$ cat src/logic/xmb_defs.vh
// Constants for the external memory bus interface
`ifndef XMB_DEFS_VH
`define XMB_DEFS_VH
// ********************************************************
// Timing
// ********************************************************
`define XMB_CLKS_PER_MC      3'h4
`define XMB_RST_MC_MIN       3'h2
`define XMB_RST_CLKS         4'h8
`define XMB_STRETCH_MIN      4'h2
`define XMB_STRETCH_MAX      4'h9
`define XMB_STRETCH_RESET    4'h2
`endif

$ cat src/logic/xmb_bus.v
// External program and data memory bus engine
// Contract
// Every machine cycle lasts four clocks; all bus timing follows it.
// Code select low forces every code fetch onto the external bus.
// System holds code select high when running from internal storage.
// Internal fetches with code select high show nothing on the bus.
// Program read strobe asserted for external fetches and code table reads.
// Internal fetches never pulse the program read strobe.
// Address latch strobe lets an external latch grab the low address.
// Low address and data share the low port in time.
// Upper eight address bits driven on the upper port during accesses.
// Reset needs reset input high for two machine cycles.
// Software picks the external data access duration.
// Low port pull-ups enabled only under software control.
// Data access lasts two to nine machine cycles.
// Separate write and read strobes for external data accesses.
// Program read strobe active low; latch strobe falls with address stable.
`include "xmb_defs.vh"
module xmb_bus (
  input  wire        mclk,
  input  wire        resetn,
  input  wire        reset_pin,
  output wire        core_reset,
  input  wire        external_code_select_n,
  input  wire        req_valid,
  output wire        req_ready,
  input  wire [1:0]  req_kind,
  input  wire [15:0] req_addr,
  input  wire [7:0]  req_wdata,
  input  wire [3:0]  stretch_cfg,
  input  wire        pullup_en,
  output reg         rsp_valid,
  output reg  [7:0]  rsp_data,
  output reg         rsp_internal,
  output reg         address_latch_strobe,
  output reg         program_read_strobe_n,
  output reg         data_read_strobe_n,
  output reg         data_write_strobe_n,
  input  wire [7:0]  low_addr_data_in,
  output reg  [7:0]  low_addr_data_out,
  output reg  [7:0]  low_addr_data_oe,
  output wire        low_addr_pullup_en,
  output reg  [7:0]  upper_addr_port
);
// ********************************************************
// Request kinds and states
// ********************************************************
localparam [1:0] K_FETCH = 2'h0;
localparam [1:0] K_CTAB  = 2'h1;
localparam [1:0] K_DRD   = 2'h2;
localparam [1:0] K_DWR   = 2'h3;
localparam [3:0] S_IDLE  = 4'h1;
localparam [3:0] S_ADDR  = 4'h2;
localparam [3:0] S_DATA  = 4'h4;
localparam [3:0] S_INT   = 4'h8;

// ********************************************************
// Registers and internal wires
// ********************************************************
reg [3:0]  state_reg;
reg [3:0]  state_next;
reg [1:0]  phase_reg;
reg [3:0]  mc_left_reg;
reg [1:0]  kind_reg;
reg [7:0]  wdata_reg;
reg [3:0]  rst_cnt_reg;
reg        core_reset_reg;
reg [3:0]  stretch_reg;
wire       mc_end;
wire       is_data;
wire       data_done;
wire       take;
wire       take_ext;
wire       addr_end;
wire       data_mc_end;
wire       data_end;
wire       int_end;

// ********************************************************
// Reset pin qualification
// ********************************************************
always @(posedge mclk) begin
  if (!resetn) begin
    rst_cnt_reg    <= 4'h0;
    core_reset_reg <= 1'h1;
  end else if (reset_pin) begin
    if (rst_cnt_reg != `XMB_RST_CLKS) begin
      rst_cnt_reg <= rst_cnt_reg + 4'h1;
    end
    if (rst_cnt_reg == `XMB_RST_CLKS - 4'h1) begin
      core_reset_reg <= 1'h1;
    end
  end else begin
    rst_cnt_reg    <= 4'h0;
    core_reset_reg <= 1'h0;
  end
end
assign core_reset = core_reset_reg;

// ********************************************************
// Access duration, clamped to legal range
// ********************************************************
always @(posedge mclk) begin
  if (!resetn || core_reset_reg) begin
    stretch_reg <= `XMB_STRETCH_RESET;
  end else if (stretch_cfg < `XMB_STRETCH_MIN) begin
    stretch_reg <= `XMB_STRETCH_MIN;
  end else if (stretch_cfg > `XMB_STRETCH_MAX) begin
    stretch_reg <= `XMB_STRETCH_MAX;
  end else begin
    stretch_reg <= stretch_cfg;
  end
end

assign low_addr_pullup_en = pullup_en;

// ********************************************************
// Machine cycle phase
// ********************************************************
always @(posedge mclk) begin
  if (!resetn || core_reset_reg) begin
    phase_reg <= 2'h0;
  end else begin
    phase_reg <= phase_reg + 2'h1;
  end
end
assign mc_end    = (phase_reg == 2'h3);
assign is_data   = kind_reg[1];
assign req_ready = (state_reg == S_IDLE) && mc_end && !core_reset_reg;
assign data_done = (mc_left_reg == 4'h1);

// ********************************************************
// Bus sequencer
// ********************************************************
always @* begin
  state_next = state_reg;
  case (state_reg)
    S_IDLE: begin
      if (req_valid && req_ready) begin
        if (req_kind == K_FETCH && external_code_select_n) begin
          state_next = S_INT;
        end else begin
          state_next = S_ADDR;
        end
      end
    end
    S_ADDR: begin
      if (mc_end) begin
        state_next = S_DATA;
      end
    end
    S_DATA: begin
      if (mc_end && (!is_data || data_done)) begin
        state_next = S_IDLE;
      end
    end
    S_INT: begin
      if (mc_end) begin
        state_next = S_IDLE;
      end
    end
    default: state_next = S_IDLE;
  endcase
end

// ********************************************************
// Sequencer events
// ********************************************************
assign take        = (state_reg == S_IDLE) && req_valid && req_ready;
assign take_ext    = take && (state_next == S_ADDR);
assign addr_end    = (state_reg == S_ADDR) && mc_end;
assign data_mc_end = (state_reg == S_DATA) && mc_end;
assign data_end    = data_mc_end && (!is_data || data_done);
assign int_end     = (state_reg == S_INT) && mc_end;

// ********************************************************
// State and request capture
// ********************************************************
always @(posedge mclk) begin
  if (!resetn || core_reset_reg) begin
    state_reg <= S_IDLE;
  end else begin
    state_reg <= state_next;
  end
end

always @(posedge mclk) begin
  if (!resetn || core_reset_reg) begin
    kind_reg  <= K_FETCH;
    wdata_reg <= 8'h00;
  end else if (take) begin
    kind_reg  <= req_kind;
    wdata_reg <= req_wdata;
  end
end

// ********************************************************
// Data access countdown
// ********************************************************
always @(posedge mclk) begin
  if (!resetn || core_reset_reg) begin
    mc_left_reg <= 4'h0;
  end else if (take) begin
    mc_left_reg <= stretch_reg - 4'h1;
  end else if (data_mc_end && is_data && !data_done) begin
    mc_left_reg <= mc_left_reg - 4'h1;
  end
end

// ********************************************************
// Address phase
// ********************************************************
always @(posedge mclk) begin
  if (!resetn || core_reset_reg) begin
    upper_addr_port <= 8'h00;
  end else if (take_ext) begin
    upper_addr_port <= req_addr[15:8];
  end
end

always @(posedge mclk) begin
  if (!resetn || core_reset_reg) begin
    address_latch_strobe <= 1'h0;
  end else if (take_ext) begin
    address_latch_strobe <= 1'h1;
  end else if (state_reg == S_ADDR && phase_reg == 2'h1) begin
    address_latch_strobe <= 1'h0;
  end
end

// ********************************************************
// Read and write strobes
// ********************************************************
always @(posedge mclk) begin
  if (!resetn || core_reset_reg) begin
    program_read_strobe_n <= 1'h1;
  end else if (addr_end && !is_data) begin
    program_read_strobe_n <= 1'h0;
  end else if (data_end) begin
    program_read_strobe_n <= 1'h1;
  end
end

always @(posedge mclk) begin
  if (!resetn || core_reset_reg) begin
    data_read_strobe_n <= 1'h1;
  end else if (addr_end && kind_reg == K_DRD) begin
    data_read_strobe_n <= 1'h0;
  end else if (data_end) begin
    data_read_strobe_n <= 1'h1;
  end
end

always @(posedge mclk) begin
  if (!resetn || core_reset_reg) begin
    data_write_strobe_n <= 1'h1;
  end else if (addr_end && kind_reg == K_DWR) begin
    data_write_strobe_n <= 1'h0;
  end else if (data_end) begin
    data_write_strobe_n <= 1'h1;
  end
end

// ********************************************************
// Low address and data port driver
// ********************************************************
always @(posedge mclk) begin
  if (!resetn || core_reset_reg) begin
    low_addr_data_out <= 8'h00;
  end else if (take_ext) begin
    low_addr_data_out <= req_addr[7:0];
  end else if (addr_end && kind_reg == K_DWR) begin
    low_addr_data_out <= wdata_reg;
  end
end

always @(posedge mclk) begin
  if (!resetn || core_reset_reg) begin
    low_addr_data_oe <= 8'h00;
  end else if (take_ext) begin
    low_addr_data_oe <= 8'hFF;
  end else if (addr_end && kind_reg != K_DWR) begin
    low_addr_data_oe <= 8'h00;
  end else if (data_end) begin
    low_addr_data_oe <= 8'h00;
  end
end

// ********************************************************
// Response
// ********************************************************
always @(posedge mclk) begin
  if (!resetn || core_reset_reg) begin
    rsp_valid    <= 1'h0;
    rsp_internal <= 1'h0;
    rsp_data     <= 8'h00;
  end else begin
    rsp_valid <= data_end || int_end;
    if (data_end) begin
      rsp_internal <= 1'h0;
      rsp_data     <= (kind_reg == K_DWR) ? wdata_reg : low_addr_data_in;
    end else if (int_end) begin
      rsp_internal <= 1'h1;
      rsp_data     <= 8'h00;
    end
  end
end

endmodule

$ cat config.mk
export PLATFORM = sky130hd
export DESIGN_NAME = xmb_bus
export DESIGN_NICKNAME = d
export VERILOG_FILES = /design/src/logic/xmb_bus.v
export VERILOG_INCLUDE_DIRS = /design/src /design/src/logic
export SDC_FILE = /design/constraint.sdc
export NUM_CORES = 1
export LEC_CHECK = 0
export BUFFER_PORTS_ARGS = -buffer_cell sky130_fd_sc_hd__buf_4
export CAP_MARGIN = 10
export CORE_ASPECT_RATIO = 1.1
export CORE_MARGIN = 3
export CORE_UTILIZATION = 40
export CTS_BUF_LIST = sky130_fd_sc_hd__clkbuf_2 sky130_fd_sc_hd__clkbuf_4 sky130_fd_sc_hd__clkbuf_8
export DETAILED_ROUTE_END_ITERATION = 10
export GPL_TIMING_DRIVEN = 0
export HOLD_SLACK_MARGIN = 0.06
export PLACE_DENSITY = 0.68
export SYNTH_ARGS = -nofsm -noshare
export SYNTH_HDL_FRONTEND = slang
export SYNTH_SLANG_ARGS = --single-unit
$ cat constraint.sdc
create_clock -name mclk -period 4.6 [get_ports mclk]
set_clock_uncertainty 0.1 [all_clocks]
set_input_delay 0 -clock mclk [delete_from_list [all_inputs] [get_ports mclk]]
set_output_delay 0 -clock mclk [all_outputs]
set_load 0.1 [all_outputs]
**Word level (Yosys, flattened, before mapping)**

Index checks and enable logic that the tools add are counted.

- Register bits after elaboration: 67
- Input bits: 44
- Output and inout port bits: 41

- Add/sub/neg operators: 4
- Order comparisons: 2
- Equality and inequality tests: 14
- Mux-type cells: 25
- Reduce and logical (&&, ||, !) cells: 39

Operators by type and width:

| kind | number |
|---|---|
| 8-bit two-way mux | 8 |
| 4-bit two-way mux | 8 |
| 1-bit logical AND | 19 |
| 4-bit case mux with 4 select lines | 1 |
| 2-bit nonzero test | 7 |
| 4-bit by 1-bit equality test with 1-bit output (second input constant) | 2 |
| 4-bit by 2-bit equality test with 1-bit output (second input constant) | 2 |
| 4-bit by 3-bit equality test with 1-bit output (second input constant) | 2 |
| 1-bit two-way mux | 8 |
| 4-bit by 1-bit subtractor with 4-bit output (second input constant) | 2 |
| 2-bit equality test (second input constant) | 3 |
| 4-bit by 1-bit adder with 4-bit output (second input constant) | 1 |
| 4-bit equality test (second input constant) | 1 |
| 4-bit greater-than comparator (second input constant) | 1 |
| 1-bit logical NOT | 4 |
| 4-bit by 2-bit less-than comparator with 1-bit output (second input constant) | 1 |
| 4-bit inequality test (second input constant) | 1 |
| 2-bit OR reduction | 2 |
| 1-bit logical OR | 3 |
| 3-bit nonzero test | 1 |
| 3-bit OR reduction | 1 |
| 2-bit by 1-bit adder with 2-bit output (second input constant) | 1 |
| 2-bit by 1-bit equality test with 1-bit output (second input constant) | 1 |
| 2-bit logical NOT | 1 |
| other kinds (3) | 3 |

**Depth between registers and ports, before layout**

Gate-level depths: netlist of run 1.

- Depth in word-level cells: 9
- Depth in mapped cells: 7
- Gate-level depth less buffers: 6

**Least setup slack after synthesis of run 1**

No wires, ideal clock.

- Kind: flip-flop to output port
- From: reg core_reset_reg (netlist: core_reset)
- To: out req_ready
- Arrival time: 3716 ps
- Required time: 4500 ps
- Slack: 784 ps
- Stages on the path, launching flop included: 2
- Buffers on the path: 0
- Path through: dfxtp_1 > nor4_1

- Cells in the longest elaborated chain, start to end: 2

Ends and longest elaborated chain:

| what | RTL line | source |
|---|---|---|
| start: declaration | xmb_bus.v:67 | `reg core_reset_reg;` |
| start signal: assignment | xmb_bus.v:85 | `core_reset_reg <= 1'h1;` |
| start signal: assignment | xmb_bus.v:91 | `core_reset_reg <= 1'h1;` |
| start signal: assignment | xmb_bus.v:95 | `core_reset_reg <= 1'h0;` |
| 1-bit logical NOT | xmb_bus.v:129 | `assign req_ready = (state_reg == S_IDLE) && mc_end && !core_reset_reg;` |
| 1-bit logical AND | xmb_bus.v:129 |  |
| end: declaration | xmb_bus.v:26 | `output wire req_ready,` |

Every way passes these cells.

**Final worst setup path of run 1**

- From: reg mc_left_reg[0]
- To: reg rsp_data[7]

- Cells in the longest elaborated chain, start to end: 4

Ends and longest elaborated chain:

| what | RTL line | source |
|---|---|---|
| start: declaration | xmb_bus.v:63 | `reg [3:0] mc_left_reg;` |
| start signal: assignment | xmb_bus.v:204 | `mc_left_reg <= stretch_reg - 4'h1;` |
| start signal: assignment | xmb_bus.v:206 | `mc_left_reg <= mc_left_reg - 4'h1;` |
| 4-bit by 1-bit equality test with 1-bit output (*) | xmb_bus.v:130 | `assign data_done = (mc_left_reg == 4'h1);` |
| 1-bit logical OR (*) | xmb_bus.v:173 | `assign data_end = data_mc_end && (!is_data \|\| data_done);` |
| 1-bit logical AND (*) | xmb_bus.v:173 |  |
| 8-bit two-way mux / 2-bit nonzero test (equally long branches) | n/a |  |
| end signal: assignment | xmb_bus.v:301 | `rsp_data <= (kind_reg == K_DWR) ? wdata_reg : low_addr_data_in;` |
| end: declaration | xmb_bus.v:33 | `output reg [7:0] rsp_data,` |

Every way passes the cells marked *; elsewhere a longest branch is shown, timed or not.
A chain may end at the register's enable or synchronous reset.

==> results of run 1 <==
[worst min-delay path by stage]
stage                     startpoint      endpoint  slack (ns)  cells after the start
after floorplan               resetn    core_reset       -0.04                      1
after global placement        resetn    core_reset        0.09                      2
after detailed placement      resetn    core_reset        0.09                      2
after CTS                  req_valid  state_reg[3]        0.14                      5
after global routing       req_valid  state_reg[3]        0.20                      5
final                      req_valid  state_reg[3]        0.13                      5
[per-layer routing]
layer | GRT usage | share of wire | wire [µm]
met4 | 0.102 | 0.024 | 174
met2 | 0.329 | 0.49 | 3610
met3 | 0.0436 | 0.053 | 392
met1 | 0.229 | 0.43 | 3170
met5 | 0 | 0 | 0
[worst max-delay path, stage by stage (launching register included)]
cell       delay [ns]
dfxtp_1          0.39
ha_1             0.18
or3b_2           0.46
a211oi_2         0.54
nand2_1          0.35
o2bb2ai_1        0.25
[per-stage QoR]
step	instance area (µm²)	instances	setup WS, ns
floorplan	2630	285	0.784
global placement	3360	448	2.29
detailed placement	3360	448	2.24
CTS	4070	508	2.25
global route	4070	508	2.10
finish	4070	508	2.26
[cell usage in the layout, fill, tap and decap left out, types with 5 or more instances in the layout]
| cell | instances |
|---|---|
| mux2i_1 | 24 |
| nand2_1 | 33 |
| buf_4 | 91 |
| o21ai_0 | 18 |
| o2bb2ai_1 | 8 |
| nor3_1 | 5 |
| a21oi_1 | 24 |
| nor2_1 | 22 |
| clkbuf_1 | 9 |
| dlygate4sd3_1 | 44 |
| inv_1 | 9 |
| ha_1 | 7 |
| clkbuf_8 | 10 |
| dfxtp_1 | 60 |
[power by group through the flow]
| stage | Clock, mW | Sequential, mW | Combinational (mW) |
|---|---|---|---|
| floorplan | 0 | 0.542 | 0.0249 |
| detailed placement | 0 | 0.538 | 0.0672 |
| CTS | 0.647 | 0.526 | 0.0970 |
| global route | 0.667 | 0.526 | 0.105 |
| finish | 0.640 | 0.526 | 0.0980 |
| global placement | 0 | 0.538 | 0.0668 |
[area by class of cell]
class | count | area share
inverter | 9 | 0.00831
multi-input combinational | 194 | 0.310
tap | 80 | 0.0246
sequential | 60 | 0.295
buffer | 22 | 0.0342
clock buffer | 9 | 0.0305
timing repair buffer | 127 | 0.262
clock inverter | 7 | 0.0360
[timing repair]
action,CTS,global route
hold buffers,44,0
gates resized for setup,0,0
endpoints found under the setup margin,0,0
endpoints found under the hold margin,44,0
[cell families after synthesis]
logic type      count (synthesis)  share of synthesized area
compound gates                 62                      0.144
xor+xnor                        6                     0.0200
fa+ha+maj                       7                     0.0333
buf+inv                        31                     0.0656
flops                          60                      0.456
mux                            25                     0.0955
simple gates                   94                      0.186
==> impl_metrics.yaml, run 1 <==
sta:
  worst_pin_slew_ns: 1.16
  finalHoldViolCount: 0
  maxSlewViolCount: 0
  finalCriticalPeriod_ns: 2.34
  hold_slack_ns: 0.129
  rsz0062_at_grt: "no"
  fmax_mhz: 428
  setup_viol: 0
  post-route-period-util: 0.508
  max_slew_margin: 0.219
  finalSetupTns_ns: 0
setup_path:
  critPathCapture: "rsp_data[7]"
  setup.worst_path.start: "mc_left_reg[0]"
  crit_path_start_kind: "flip-flop"
  timing.rr.end: "rsp_data[7]"
  crit_fanout: 9
  critPathKind: "flip-flop to flip-flop"
  endpoint_kind: "flip-flop"
  reg2reg_depth: 5
  cp.required_ns: 4.76
  arrival_ns: 2.50
  r2r_start: "mc_left_reg[0]"
  reg2reg_setup_slack_ns: 2.26
yosys:
  synth_top_cell_by_area: "dfxtp_1"
  synth_edf_count: 0
  netlist_area_um2: 2630
  yosysTopAreaCellShare: 0.456
  yosysWarnings: 0
  synthCells: 285
  postSynthNetCount: 336
  yosys-top-cells-count: "dfxtp_1 (60), nand2_1 (33), a21oi_1 (24), mux2i_1 (24), nor2_1 (22)"
  synth-async-reset-ratio: 0
  synth.avg_cell_area_um2: 9.24
  yosysSeqAreaShare: 0.456
  yosysMostFrequentCell: "dfxtp_1"
  ys_seq_elements: 60
  yosys.cell_types.count: 45
  synth_area_leaders: "dfxtp_1 (46%), mux2i_1 (9.1%), nand2_1 (4.7%), a21oi_1 (4.6%), o21ai_0 (3.4%)"
  synthFlopType: "dfxtp_1"
floorplan:
  core.rowCount: 30
  coreArea_um2: 6270
  die_area_um2: 7590
  ioPinCount: 85
  die_y_um: 91.1
  start_util: 0.420
  die_w_um: 83.4
final_layout:
  fin_util: 0.649
  drive_above_1_share: 0.280
  final_nets: 474
  regArea_um2: 1200
  multi_input_area_um2: 1260
  n_fill_cell: 511
  num_antenna_cells: 0
  syn_to_final_growth_pct: 54.5
clock_network:
  clock_sinks: 60
  cts-root-buf: "clkbuf_8"
  clkTransAtPathRegs_ns: 0.07
  cts.path.max_buffers: 2
  cts_tree: "done"
  htreeDepth: 3
  cts_buffers: 9
  clk_latency_ns: 0.34
  post_cts_buffers: 0
power_and_ir_drop:
  seqPwrFrac: 0.416
  p_comb_frac: 0.078
  peakVddDrop_mv: 0.277
  p_int_uw: 999
  power_leakage_nw: 1.81
  clkPwrFrac: 0.506
  total_power_mw: 1.26
  powerDensity_nw_per_um2: 311
  swShare: 0.209
  p_sw_uw: 265
detailed_routing:
  finalWirelength_mm: 7.34
  drtAntennaViolNets: 0
  drtIter0Drc: 135
  drc_errors: 0
  wire_per_inst_um: 14.4
  dr.pass1.iters: 5
  viasPerCell: 4.99
  via_count: 2534
grt:
  grt_pass1_wl_mm: 11.8
  grt_overflow: 0
  grt.total_usage: 0.195
  first_global_vias: 2523
  antenna_found_initial: 0
  grt_max_degree: 13
run:
  cap_violations: 0
worst_hold_path:
  hold_class: "input pin to flip-flop"
placed_design:
  io_buffers: 83
  dp_hpwl_mm: 4.73
  globalplace.congestion: 0.832
outcome:
  status: "complete, no violations"
(Power assumes the default switching activity.)
==> inputs of run 2 (changes only) <==
Settings changed: PLACE_DENSITY 0.68 to 0.71.
Clock period 4.6 ns to 2.1 ns, I/O delays scaled along.
==> impl_metrics.yaml, run 2 (synthesis gave the netlist of run 1 again) <==
outcome:
  status: "complete, no violations"
placed_design:
  place_ws_ns: -0.251
  dp_hpwl_mm: 4.78
  place_area_um2: 3370
  io_buffers: 83
  place_inst: 448
  globalplace.congestion: 0.845
clock_network:
  clock_sinks: 60
  cts_tree: "done"
  cts.path.max_buffers: 2
  clk_latency_ns: 0.34
  htreeDepth: 3
  clkTransAtPathRegs_ns: 0.07
  cts_buffers: 9
  cts-root-buf: "clkbuf_8"
power_and_ir_drop:
  power_leakage_nw: 1.83
  peakVddDrop_mv: 0.369
  total_power_mw: 2.54
  powerDensity_nw_per_um2: 614
detailed_routing:
  wire_per_inst_um: 14.3
  via_count: 2583
  dr.pass1.iters: 4
  drtAntennaViolNets: 0
  finalWirelength_mm: 7.36
  drtIter0Drc: 150
  drc_errors: 0
  viasPerCell: 5.02
sta:
  post-route-period-util: 0.978
  fmax_mhz: 487
  maxSlewViolCount: 0
  worst_pin_slew_ns: 0.617
  finalSetupTns_ns: 0
  max_slew_margin: 0.586
  finalHoldViolCount: 0
  finalCriticalPeriod_ns: 2.05
  setup_ws_ns: 0.0452
  setup_viol: 0
final_layout:
  post-route-cell-area_um2: 4140
  final_nets: 481
  num_antenna_cells: 0
  final_cell_mix: "buf_4 (97), dfxtp_1 (58), dlygate4sd3_1 (45), nand2_1 (32)"
  final_common_cell: "buf_4"
  syn_to_final_growth_pct: 57.2
  drive_above_1_share: 0.317
  instances_no_fill: 515
grt:
  first_global_vias: 2537
  grt.total_usage: 0.195
  grt_overflow: 0
  grt_pass1_wl_mm: 12.0
  antenna_found_initial: 0
  grt_max_degree: 13
setup_path:
  crit_path_start_kind: "flip-flop"
  cp.required_ns: 2.25
  endpoint_kind: "flip-flop"
  arrival_ns: 2.20
  crit_fanout: 8
  reg2reg_depth: 5
  critPathKind: "flip-flop to flip-flop"
floorplan:
  core.rowCount: 30
  die_y_um: 91.1
  die_w_um: 83.4
  die_area_um2: 7590
  start_util: 0.420
  ioPinCount: 85
  coreArea_um2: 6270
run:
  cap_violations: 0
worst_hold_path:
  hold_class: "input pin to flip-flop"
  hold_depth: 5
-- run 2: cell count changes in the layout (fill, tap and decap cells not counted), sizes merged --
cell | before | now
clkinvlp | 0 | 2
bufinv | 4 | 2
clkbuf | 19 | 18
buf | 95 | 102
dlygate4sd3 | 44 | 45
-- run 2: final cells by class --
class	count	area, µm²
Clock inverter	7	98.8
Sequential cell	60	1200
Buffer	22	143
Timing Repair Buffer	134	1120
Clock buffer	9	124
Inverter	9	37.5
Fill cell	483	2130
Tap cell	80	100
Multi-Input combinational cell	194	1310
-- run 2: layer usage --
metal,global-route usage,share of wire,vias up
met1,0.229,0.42,1189
met3,0.0390,0.057,19
met2,0.330,0.50,91
li1,-,-,1284
met5,0,0,-
met4,0.109,0.027,0
-- run 2: repair_timing --
action,in CTS,in global routing
pin swaps,1,2
buffers inserted,2,4
endpoints found under the hold margin,44,0
resized for setup,7,11
cloned,0,0
setup endpoints to repair,28,23
hold buffers,45,0
-- run 2: worst max-delay path, cell delays in order (launching register included) --
cell and delay [ns]:
dfxtp_1 0.33, buf_6 0.13, or4b_4 0.48, or4_4 0.45, or4_1 0.41, o311ai_1 0.08
-- run 2: power by group --
part / switching, mW / internal, mW
Clock: 0.493 / 0.676
Combinational: 0.0881 / 0.130
Sequential: 0.00822 / 1.15
Total: 0.589 / 1.95
-- run 2: final timing paths --
check | from | to | slack (ns)
setup / recovery | state_reg[2] | mc_left_reg[1] | 0.05
hold reg to reg | rsp_data[5] | rsp_data[5] | 0.37
hold / removal | req_valid | mc_left_reg[2] | 0.19
setup reg to reg | state_reg[2] | mc_left_reg[1] | 0.05
-- run 2: through the flow --
stage	util	hold slack, ns
CTS	0.652	0.190
global placement	0.538	0.0824
floorplan	-	-0.0381
global route	0.660	0.229
finish	0.660	0.187
detailed placement	0.538	0.0859
